[config.mk]
export PLATFORM = sky130hd
export DESIGN_NAME = smrm_register_map
export DESIGN_NICKNAME = d
export VERILOG_FILES = /design/src/pkg/smrm_pkg.sv /design/src/smrm_refresh_timer.sv /design/src/smrm_register_map.sv
export SDC_FILE = /design/constraint.sdc
export NUM_CORES = 1
export LEC_CHECK = 0
export ABC_AREA = 0
export BUFFER_PORTS_ARGS = -buffer_cell sky130_fd_sc_hd__buf_2
export CAP_MARGIN = 10
export CORE_AREA = 8 8 216 218
export CTS_CLUSTER_DIAMETER = 80
export CTS_CLUSTER_SIZE = 40
export DETAILED_ROUTE_END_ITERATION = 16
export DIE_AREA = 0 0 224 226
export GPL_ROUTABILITY_DRIVEN = 0
export HOLD_SLACK_MARGIN = 0.06
export MAX_ROUTING_LAYER = met4
export PLACE_DENSITY = 0.7
export SYNTH_ARGS = -nofsm -noshare
export SYNTH_HDL_FRONTEND = slang
export SYNTH_SLANG_ARGS = --single-unit
[constraint.sdc]
create_clock -name clock -period 2.6 [get_ports clock]
set_input_delay 0.13 -clock clock [delete_from_list [all_inputs] [get_ports clock]]
set_output_delay 0.13 -clock clock [all_outputs]
set_load 0.02 [all_outputs]
[src/pkg/smrm_pkg.sv]
// Shared constants and types for the sensor measurement register map.
package smrm_pkg;

   // Clock and refresh timing.
   localparam int unsigned CLOCK_HZ = 25_000_000;
   localparam int unsigned REFRESH_PERIOD_MS = 110;
   localparam int unsigned REFRESH_CYCLES = REFRESH_PERIOD_MS * (CLOCK_HZ / 1000);

   // Bus widths.
   localparam int unsigned WORD_W = 16;
   localparam int unsigned ADDR_W = 16;

   // First layout: measurement and identity offsets.
   localparam logic [15:0] ADDR_COMPENSATED_IRRADIANCE = 16'h0005;
   localparam logic [15:0] ADDR_RAW_IRRADIANCE = 16'h0006;
   localparam logic [15:0] ADDR_SENSOR_TEMPERATURE = 16'h0008;
   localparam logic [15:0] ADDR_SUPPLY_VOLTAGE = 16'h0009;
   localparam logic [15:0] ADDR_ADC_READING = 16'h0012;
   localparam logic [15:0] ADDR_COMPAT_FIRMWARE_VERSION = 16'h002b;
   localparam logic [15:0] ADDR_COMPAT_HARDWARE_VERSION = 16'h002c;
   localparam logic [15:0] ADDR_COMPAT_SLAVE_ADDRESS = 16'h002d;

   // First layout: fixed constant words.
   localparam logic [15:0] ADDR_PRI_FIX0 = 16'h0000;
   localparam logic [15:0] ADDR_PRI_FIX1 = 16'h0001;
   localparam logic [15:0] ADDR_PRI_FIX2 = 16'h0002;
   localparam logic [15:0] ADDR_PRI_FIX4 = 16'h0004;
   localparam logic [15:0] ADDR_PRI_YEAR = 16'h0029;
   localparam logic [15:0] PRI_FIX0_VALUE = 16'hffff;
   localparam logic [15:0] PRI_FIX1_VALUE = 16'h0064;
   localparam logic [15:0] PRI_FIX2_VALUE = 16'h0001;
   localparam logic [15:0] PRI_FIX4_VALUE = 16'h0001;
   localparam logic [15:0] PRI_YEAR_VALUE = 16'h07e4;

   // Second layout offsets.
   localparam logic [15:0] ADDR_ALT_SLAVE_ADDRESS = 16'h0000;
   localparam logic [15:0] ADDR_ALT_LINK_SETTING = 16'h0001;
   localparam logic [15:0] ADDR_ALT_COMPENSATED_IRRADIANCE = 16'h0002;
   localparam logic [15:0] ADDR_ALT_RAW_IRRADIANCE = 16'h0004;
   localparam logic [15:0] ADDR_ALT_SENSOR_TEMPERATURE = 16'h0006;
   localparam logic [15:0] ADDR_ALT_FIX8 = 16'h0008;
   localparam logic [15:0] ADDR_ALT_FIX9 = 16'h0009;
   localparam logic [15:0] ADDR_ALT_ADC_READING = 16'h000a;
   localparam logic [15:0] ADDR_ALT_SENSOR_LABEL = 16'h0020;
   localparam logic [15:0] ADDR_ALT_SENSOR_LABEL_LAST = 16'h0027;
   localparam logic [15:0] ADDR_ALT_SENSITIVITY = 16'h0029;
   localparam logic [15:0] ADDR_ALT_CALIBRATION_DATE = 16'h002e;
   localparam logic [15:0] ALT_FIX8_VALUE = 16'h0064;
   localparam logic [15:0] ALT_FIX9_VALUE = 16'h0064;

   // Upper region.
   localparam logic [15:0] ADDR_RESERVED_FIRST = 16'h0032;
   localparam logic [15:0] ADDR_RESERVED_LAST = 16'h005f;
   localparam logic [15:0] ADDR_MAKER_NAME = 16'h0060;
   localparam logic [15:0] ADDR_FIRMWARE_VERSION = 16'h0062;
   localparam logic [15:0] ADDR_HARDWARE_VERSION = 16'h0063;
   localparam logic [7:0] MAKER_PAD_CHAR = 8'h20;

   // Reset values.
   localparam logic [15:0] WORD_RESET = 16'h0000;
   localparam logic [31:0] DWORD_RESET = 32'h0000_0000;

   // One atomic measurement snapshot.
   typedef struct packed {
      logic [15:0] comp_irr_w;
      logic [15:0] raw_irr_w;
      logic [31:0] comp_irr_centi;
      logic [31:0] raw_irr_centi;
      logic [15:0] temp_deci;
      logic [15:0] temp_centi;
      logic [15:0] supply_deci;
      logic [31:0] adc_centi_uv;
      logic [31:0] adc_nv;
      logic [15:0] tilt_angle;
      logic [31:0] cal_date;
   } smrm_snap_t;

endpackage : smrm_pkg

[src/smrm_refresh_timer.sv]
// Free-running refresh tick generator for the measurement snapshot.
`timescale 1ns/100ps
`default_nettype none
module smrm_refresh_timer #(
   parameter int unsigned PERIOD = smrm_pkg::REFRESH_CYCLES
) (
   input wire logic clock,
   input wire logic reset_n,
   input wire logic clk_en,
   output logic tick
);
   import smrm_pkg::*;

   localparam logic [31:0] LAST = 32'(PERIOD - 1);

   typedef struct packed {
      logic [31:0] count;
      logic tick;
   } smrm_timer_state_t;

   smrm_timer_state_t s_r;
   smrm_timer_state_t s_nxt;

   initial begin
      if (PERIOD < 2) begin
         $error("Refresh period must be at least two cycles.");
      end
   end

   // Starting at the last count makes the first tick fall right after reset.
   always_comb begin
      s_nxt = s_r;
      s_nxt.tick = (s_r.count == LAST);
      s_nxt.count = (s_r.count == LAST) ? 32'h0000_0000 : s_r.count + 32'h0000_0001;
   end

   always_ff @(posedge clock) begin
      if (!reset_n) begin
         s_r.count <= LAST;
         s_r.tick <= 1'b0;
      end else if (clk_en) begin
         s_r <= s_nxt;
      end
   end

   assign tick = s_r.tick;

   AST_TICK_AT_WRAP: assert property (@(posedge clock) disable iff (!reset_n)
      (clk_en && s_r.count == LAST) |=> s_r.tick)
      else $error("Refresh tick missing at the end of the period.");

   AST_TICK_SPACING: assert property (@(posedge clock) disable iff (!reset_n)
      (clk_en && s_r.tick && s_r.count == 32'h0000_0000) |=> (!s_r.tick || !clk_en))
      else $error("Refresh ticks closer than one period.");

endmodule : smrm_refresh_timer
`default_nettype wire

[src/smrm_register_map.sv]
// Read-only measurement and identity register bank of the irradiance sensor.
`timescale 1ns/100ps
`default_nettype none
module smrm_register_map #(
   parameter int unsigned REFRESH_CYCLES = smrm_pkg::REFRESH_CYCLES,
   // Arbitrary neutral maker name; the low character must stay a space.
   parameter logic [31:0] MAKER_NAME = 32'h4142_4320
) (
   input wire logic clock,
   input wire logic reset_n,
   input wire logic clk_en,
   input wire logic rd_en,
   input wire logic [smrm_pkg::ADDR_W-1:0] rd_addr,
   output logic rd_valid,
   output logic [smrm_pkg::WORD_W-1:0] rd_data,
   input wire logic layout_alt,
   input wire logic [15:0] cfg_slave_address,
   input wire logic [15:0] cfg_link_setting,
   output logic [15:0] active_slave_address,
   output logic [15:0] active_link_setting,
   input wire logic [15:0] comp_irr_w,
   input wire logic [15:0] raw_irr_w,
   input wire logic [31:0] comp_irr_centi,
   input wire logic [31:0] raw_irr_centi,
   input wire logic [15:0] temp_deci,
   input wire logic [15:0] temp_centi,
   input wire logic [15:0] supply_deci,
   input wire logic [31:0] adc_centi_uv,
   input wire logic [31:0] adc_nv,
   input wire logic [15:0] tilt_angle,
   input wire logic [31:0] cal_date,
   input wire logic [127:0] sensor_label,
   input wire logic [31:0] sensitivity,
   input wire logic [15:0] firmware_version,
   input wire logic [15:0] hardware_version,
   output logic [15:0] latched_tilt_angle,
   output logic refresh_done
);
   import smrm_pkg::*;

   typedef struct packed {
      logic rd_valid;
      logic [15:0] rd_data;
      logic link_held;
      logic [15:0] active_addr;
      logic [15:0] active_link;
      logic refresh_done;
      smrm_snap_t snap;
   } smrm_map_state_t;

   smrm_map_state_t s_r;
   smrm_map_state_t s_nxt;
   logic tick;

   initial begin
      if (MAKER_NAME[7:0] != MAKER_PAD_CHAR) begin
         $error("Maker name must end in a space character.");
      end
   end

   // High word sits at the lower address, as usual for the serial bus.
   function automatic logic [15:0] dword_half(input logic [31:0] v, input logic [15:0] base,
                                              input logic [15:0] a);
      dword_half = (a == base) ? v[31:16] : v[15:0];
   endfunction : dword_half

   smrm_refresh_timer #(
      .PERIOD(REFRESH_CYCLES)
   ) u_timer (
      .clock(clock),
      .reset_n(reset_n),
      .clk_en(clk_en),
      .tick(tick)
   );

   always_comb begin
      s_nxt = s_r;
      s_nxt.refresh_done = tick;
      // Whole snapshot moves in one edge so both halves of a pair always agree.
      if (tick) begin
         s_nxt.snap.comp_irr_w = comp_irr_w;
         s_nxt.snap.raw_irr_w = raw_irr_w;
         s_nxt.snap.comp_irr_centi = comp_irr_centi;
         s_nxt.snap.raw_irr_centi = raw_irr_centi;
         s_nxt.snap.temp_deci = temp_deci;
         s_nxt.snap.temp_centi = temp_centi;
         s_nxt.snap.supply_deci = supply_deci;
         s_nxt.snap.adc_centi_uv = adc_centi_uv;
         s_nxt.snap.adc_nv = adc_nv;
         s_nxt.snap.tilt_angle = tilt_angle;
         s_nxt.snap.cal_date = cal_date;
      end
      // Link settings are caught once after reset; later writes wait for the next restart.
      if (!s_r.link_held) begin
         s_nxt.link_held = 1'b1;
         s_nxt.active_addr = cfg_slave_address;
         s_nxt.active_link = cfg_link_setting;
      end
      s_nxt.rd_valid = rd_en;
      s_nxt.rd_data = WORD_RESET;
      if (rd_en) begin
         if (rd_addr >= ADDR_RESERVED_FIRST && rd_addr <= ADDR_RESERVED_LAST) begin
            s_nxt.rd_data = WORD_RESET;
         end else if (rd_addr == ADDR_MAKER_NAME) begin
            s_nxt.rd_data = MAKER_NAME[31:16];
         end else if (rd_addr == ADDR_MAKER_NAME + 16'h0001) begin
            s_nxt.rd_data = {MAKER_NAME[15:8], MAKER_PAD_CHAR};
         end else if (rd_addr == ADDR_FIRMWARE_VERSION) begin
            s_nxt.rd_data = firmware_version;
         end else if (rd_addr == ADDR_HARDWARE_VERSION) begin
            s_nxt.rd_data = hardware_version;
         end else if (!layout_alt) begin
            case (rd_addr)
               ADDR_PRI_FIX0: s_nxt.rd_data = PRI_FIX0_VALUE;
               ADDR_PRI_FIX1: s_nxt.rd_data = PRI_FIX1_VALUE;
               ADDR_PRI_FIX2: s_nxt.rd_data = PRI_FIX2_VALUE;
               ADDR_PRI_FIX4: s_nxt.rd_data = PRI_FIX4_VALUE;
               ADDR_COMPENSATED_IRRADIANCE: s_nxt.rd_data = s_r.snap.comp_irr_w;
               ADDR_RAW_IRRADIANCE: s_nxt.rd_data = s_r.snap.raw_irr_w;
               ADDR_SENSOR_TEMPERATURE: s_nxt.rd_data = s_r.snap.temp_deci;
               ADDR_SUPPLY_VOLTAGE: s_nxt.rd_data = s_r.snap.supply_deci;
               ADDR_ADC_READING, ADDR_ADC_READING + 16'h0001: begin
                  s_nxt.rd_data = dword_half(s_r.snap.adc_centi_uv, ADDR_ADC_READING, rd_addr);
               end
               ADDR_PRI_YEAR: s_nxt.rd_data = PRI_YEAR_VALUE;
               ADDR_COMPAT_FIRMWARE_VERSION: s_nxt.rd_data = firmware_version;
               ADDR_COMPAT_HARDWARE_VERSION: s_nxt.rd_data = hardware_version;
               ADDR_COMPAT_SLAVE_ADDRESS: s_nxt.rd_data = s_r.active_addr;
               default: s_nxt.rd_data = WORD_RESET;
            endcase
         end else begin
            case (rd_addr)
               ADDR_ALT_SLAVE_ADDRESS: s_nxt.rd_data = s_r.active_addr;
               ADDR_ALT_LINK_SETTING: s_nxt.rd_data = s_r.active_link;
               ADDR_ALT_COMPENSATED_IRRADIANCE, ADDR_ALT_COMPENSATED_IRRADIANCE + 16'h0001: begin
                  s_nxt.rd_data = dword_half(s_r.snap.comp_irr_centi, ADDR_ALT_COMPENSATED_IRRADIANCE,
                                             rd_addr);
               end
               ADDR_ALT_RAW_IRRADIANCE, ADDR_ALT_RAW_IRRADIANCE + 16'h0001: begin
                  s_nxt.rd_data = dword_half(s_r.snap.raw_irr_centi, ADDR_ALT_RAW_IRRADIANCE, rd_addr);
               end
               ADDR_ALT_SENSOR_TEMPERATURE: s_nxt.rd_data = s_r.snap.temp_centi;
               ADDR_ALT_FIX8: s_nxt.rd_data = ALT_FIX8_VALUE;
               ADDR_ALT_FIX9: s_nxt.rd_data = ALT_FIX9_VALUE;
               ADDR_ALT_ADC_READING, ADDR_ALT_ADC_READING + 16'h0001: begin
                  s_nxt.rd_data = dword_half(s_r.snap.adc_nv, ADDR_ALT_ADC_READING, rd_addr);
               end
               ADDR_ALT_SENSITIVITY, ADDR_ALT_SENSITIVITY + 16'h0001: begin
                  s_nxt.rd_data = dword_half(sensitivity, ADDR_ALT_SENSITIVITY, rd_addr);
               end
               ADDR_ALT_CALIBRATION_DATE, ADDR_ALT_CALIBRATION_DATE + 16'h0001: begin
                  s_nxt.rd_data = dword_half(s_r.snap.cal_date, ADDR_ALT_CALIBRATION_DATE, rd_addr);
               end
               default: begin
                  if (rd_addr >= ADDR_ALT_SENSOR_LABEL && rd_addr <= ADDR_ALT_SENSOR_LABEL_LAST) begin
                     s_nxt.rd_data = sensor_label[{3'h7 - rd_addr[2:0], 4'h0} +: 16];
                  end else begin
                     s_nxt.rd_data = WORD_RESET;
                  end
               end
            endcase
         end
      end
   end

   always_ff @(posedge clock) begin
      if (!reset_n) begin
         s_r.rd_valid <= 1'b0;
         s_r.rd_data <= WORD_RESET;
         s_r.link_held <= 1'b0;
         s_r.active_addr <= WORD_RESET;
         s_r.active_link <= WORD_RESET;
         s_r.refresh_done <= 1'b0;
         s_r.snap <= '0;
      end else if (clk_en) begin
         s_r <= s_nxt;
      end
   end

   assign rd_valid = s_r.rd_valid;
   assign rd_data = s_r.rd_data;
   assign active_slave_address = s_r.active_addr;
   assign active_link_setting = s_r.active_link;
   assign latched_tilt_angle = s_r.snap.tilt_angle;
   assign refresh_done = s_r.refresh_done;

   AST_READ_ANSWER: assert property (@(posedge clock) disable iff (!reset_n)
      (clk_en && rd_en) |=> rd_valid)
      else $error("Read not answered on the next edge.");

   AST_HOLD_BETWEEN: assert property (@(posedge clock) disable iff (!reset_n)
      (clk_en && !tick) |=> $stable(s_r.snap))
      else $error("Snapshot changed without a refresh.");

   AST_RESERVED_ZERO: assert property (@(posedge clock) disable iff (!reset_n)
      (clk_en && rd_en && rd_addr >= ADDR_RESERVED_FIRST && rd_addr <= ADDR_RESERVED_LAST) |=> rd_data == 16'h0000)
      else $error("Reserved register read nonzero.");

   AST_MAKER_HIGH: assert property (@(posedge clock) disable iff (!reset_n)
      (clk_en && rd_en && rd_addr == ADDR_MAKER_NAME) |=> rd_data == MAKER_NAME[31:16])
      else $error("Maker name first word wrong.");

   AST_MAKER_PAD: assert property (@(posedge clock) disable iff (!reset_n)
      (clk_en && rd_en && rd_addr == ADDR_MAKER_NAME + 16'h0001) |=> rd_data[7:0] == 8'h20)
      else $error("Maker name pad character wrong.");

   AST_HW_VERSION: assert property (@(posedge clock) disable iff (!reset_n)
      (clk_en && rd_en && rd_addr == ADDR_HARDWARE_VERSION) |=> rd_data == $past(hardware_version))
      else $error("Hardware version read wrong.");

   AST_COMP_IRR: assert property (@(posedge clock) disable iff (!reset_n)
      (clk_en && rd_en && !layout_alt && rd_addr == ADDR_COMPENSATED_IRRADIANCE)
      |=> rd_data == $past(s_r.snap.comp_irr_w))
      else $error("Compensated irradiance read wrong.");

   AST_RAW_IRR: assert property (@(posedge clock) disable iff (!reset_n)
      (clk_en && rd_en && !layout_alt && rd_addr == ADDR_RAW_IRRADIANCE) |=> rd_data == $past(s_r.snap.raw_irr_w))
      else $error("Raw irradiance read wrong.");

   AST_LINK_FROZEN: assert property (@(posedge clock) disable iff (!reset_n)
      s_r.link_held |=> ($stable(active_slave_address) && $stable(active_link_setting)))
      else $error("Active link settings changed before restart.");

   AST_ATOMIC_CAPTURE: assert property (@(posedge clock) disable iff (!reset_n)
      (clk_en && tick) |=> (s_r.snap.adc_centi_uv == $past(adc_centi_uv) && s_r.snap.cal_date == $past(cal_date)))
      else $error("Refresh did not capture all pairs together.");

endmodule : smrm_register_map
`default_nettype wire

==> impl_metrics.py <==
metrics = {
    "yosys": {
        "ys_top_cells_by_area": "dfxtp_1 (38%), nand2_1 (14%), a21boi_0 (12%), mux4_2 (4.0%), buf_4 (2.9%)",
        "yosysTopAreaCell": "dfxtp_1",
        "yosysTopAreaCellShare_pct": 38.15,
        "syn-num-nets": 2686,
        "yosysSeqAreaShare_pct": 38.15,
        "yosysWarnings": 0,
        "mappedNetlistArea_um2": 17840,
        "ys_ff_latch": 340,
        "synthCells": 2184,
        "synth_edf_count": 0,
        "async_flop_share_pct": 0,
        "synth-main-ff-cell": "dfxtp_1",
        "avgSynthCellArea_um2": 8.169,
        "synth_cell_types": 73,
    },
    "sta": {
        "holdWs_ns": 0.06564,
        "slew_viol_final": 0,
        "setup_ws_ns": 0.2106,
        "worst_pin_slew_ns": 0.9434,
        "rsz0062_at_grt": "false",
        "fin_worst_skew_ns": 0.02622,
        "hold_viol": 0,
        "maxSlewHeadroom_pct": 36.28,
        "period_share_pct": 91.90,
        "finalSetupViolCount": 0,
        "period_minus_slack_ns": 2.389,
        "fmax_mhz": 418.5,
    },
    "clock_tree": {
        "clk_path_buf_depth": 3,
        "clock-sinks": 340,
        "path_clk_slew_ns": 0.11,
        "cts_tree": "yes",
        "h-tree-depth": 1,
        "cts_made_buffers": 22,
        "cts-root-buf": "clkbuf_16",
        "clk_latency_ns": 0.58,
    },
    "power": {
        "power_leakage_nw": 10.39,
        "power_w": 0.01361,
        "pwr_density_cell_nw_per_um2": 522.3,
        "ir_drop_mv": 0.5366,
    },
    "global_routing": {
        "gr-usage-met1_pct": 40.21,
        "grtUsageTotal_pct": 36.25,
        "overflow": 0,
        "grt_pass1_wl_mm": 135.3,
        "antenna_found_initial": 31,
        "grt_pass1_vias": 21630,
        "grt_start_max_net_pins": 159,
        "use_met3_pct": 8.947,
        "met2_usage_pct": 58.91,
        "grt_busiest_layer": "met2",
    },
    "route": {
        "first_iter_violations": 2665,
        "vias_per_cell": 5.821,
        "routedWlPerCell_um": 25.39,
        "ant_nets": 0,
        "route.detailed.drc": 0,
        "drt_wl_total_mm": 93.06,
        "first_pass_iters": 7,
        "vias": 21330,
    },
    "die": {
        "io_pins": 567,
        "num_rows": 77,
        "start_util_pct": 41.06,
        "die_area_um2": 50620,
        "fp.dieW_um": 224,
        "die_y_um": 226,
        "coreArea_um2": 43450,
    },
    "cells_and_area": {
        "nets": 3530,
        "drive_above_1_share_pct": 28.25,
        "layout_commonest_cell": "nand2_1",
        "area_growth_pct": 46.09,
        "layout_common_cells": "nand2_1 (667), buf_2 (564), dfxtp_1 (340), dlygate4sd3_1 (320), a21boi_0 (290)",
    },
    "setup_path": {
        "critPathRequiredTime_ns": 3.11,
        "critPathKind": "in -> reg",
        "path_max_fanout": 11,
        "rr_worst_depth": 9,
        "critPathCaptureType": "flop",
        "r2r_setup_slack_ns": 0.23,
        "timing.rr.start": "u_timer.s_r[1]$_SDFFE_PN1P_",
        "critPathTopFamily": "simple AND/OR/NAND/NOR gates",
        "reg2reg_to": "u_timer.s_r[29]$_SDFFE_PN0P_",
        "slowest_stage": "or4_1",
        "worst_ep_arrival_time_ns": 2.89,
        "cp_cell_sequence": "buf_2, or4_1, buf_4, nor4_4, buf_4, buf_12, nor3_1, nand3_1, nor2_1, dlygate4sd3_1, nor3_1",
        "cpPeakStageDelay_ns": 0.72,
        "setup.worst_path.start_class": "input pin",
        "worst-path-buf-inv": 5,
    },
    "placement": {
        "hpwl_mm": 70.00,
        "dp_slack_ns": -0.2391,
        "portBuffers": 566,
    },
    "min_path": {
        "hold_depth": 5,
        "hold_class": "in -> reg",
        "min-delay-start": "hardware_version[15]",
        "holdPathEnd": "rd_data[15]$_SDFFE_PN0P_",
    },
    "outcome": {
        "status": "completed",
    },
    "run": {
        "drv_cap": 0,
    },
}
[metrics by stage]
step                setup TNS [ns]  area [um^2]  utilization (%)  std cells
global placement            -1.397        21910            50.42       3276
finish                           0        26070            59.99       3665
floorplan                        0        17840                -       2184
global route                     0        26060            59.98       3664
detailed placement          -2.213        21910            50.42       3276
CTS                              0        25990            59.82       3636
[area by class of cell]
class | instances | area (um^2)
Fill cell | 3761 | 17390
Multi-Input combinational cell | 1596 | 9888
Timing Repair Buffer | 1058 | 7639
Sequential cell | 340 | 6807
Tap cell | 592 | 740.7
Clock buffer | 23 | 575.6
Clock inverter | 17 | 305.3
Antenna cell | 29 | 72.57
Inverter | 10 | 37.54
[worst register-to-register path, stage by stage, from the launching register on]
cell and delay, ns:
dfxtp_1 0.41, ha_1 0.23, nand4_1 0.19, nor3_1 0.22, buf_4 0.16, nand4_1 0.12, or3_1 0.48, nor3_1 0.24
xnor2_1 0.15, nor2_1 0.05
[metal layers]
metal	vias to the layer above	part of all wire [%]
met1	10040	36
met2	1515	47
met4	0	7.0
li1	9336	-
met3	439	9.9
met5	-	0
[registers in the layout, summed over array words and instances (netlist names), 16 cells and up]
register	count
active_link_setting	16
active_slave_address	16
latched_tilt_angle	16
rd_data	16
s_r	241
u_timer.s_r	32
[how the worst max path moves through the flow]
| stage | from | to | slack [ns] | depth (start not counted) |
|---|---|---|---|---|
| finish | rd_addr[5] | rd_data[7]$_SDFFE_PN0P_ | 0.21 | 11 |
| global route | u_timer.s_r[1]$_SDFFE_PN1P_ | u_timer.s_r[29]$_SDFFE_PN0P_ | 0.03 | 9 |
| CTS | rd_addr[13] | rd_data[7]$_SDFFE_PN0P_ | 0.14 | 11 |
| detailed placement | rd_addr[13] | rd_data[4]$_SDFFE_PN0P_ | -0.24 | 9 |
| global placement | rd_addr[13] | rd_data[4]$_SDFFE_PN0P_ | -0.19 | 9 |
| floorplan | rd_addr[5] | rd_data[4]$_SDFFE_PN0P_ | 0.02 | 10 |
[Yosys cell counts, types with 14 or more instances]
library cell / number
nor2b_1: 14
o221ai_1: 41
mux2i_1: 36
nor4_2: 17
dfxtp_1: 340
a21boi_0: 290
nand4_1: 30
xnor2_1: 15
a21oi_1: 36
o21ai_0: 44
buf_2: 27
nor3_1: 19
nand2_1: 668
clkbuf_1: 127
mux4_2: 32
nand3_1: 34
nor2_1: 74
a22oi_1: 37
xor2_1: 15
buf_4: 69
[timing repair]
item                       4_1_cts  5_1_grt
setup endpoints to repair        0        1
setup buffers                    0        0
hold endpoints to repair       319        0
resized for setup                0        1
hold buffers                   320        0
[logic make-up after synthesis]
group	count (synthesis)	share of synthesized area (%)
AOI/OAI and AO/OA	549	22.91
xor gates and xnor gates	30	1.473
adders and majority gates	1	0.07012
buffers and inverters	248	7.041
DFF	340	38.15
muxes	76	6.564
and+or+nand+nor	940	23.79
[power by group]
part / switching [W] / leakage (nW) / total, W / internal [W]
Clock: 0.00241 / 0.416 / 0.00428 / 0.00187
Sequential: 0.000457 / 2.75 / 0.00616 / 0.00570
Combinational: 0.00175 / 7.23 / 0.00317 / 0.00142
Note: power is estimated with default switching activity, not from simulation.
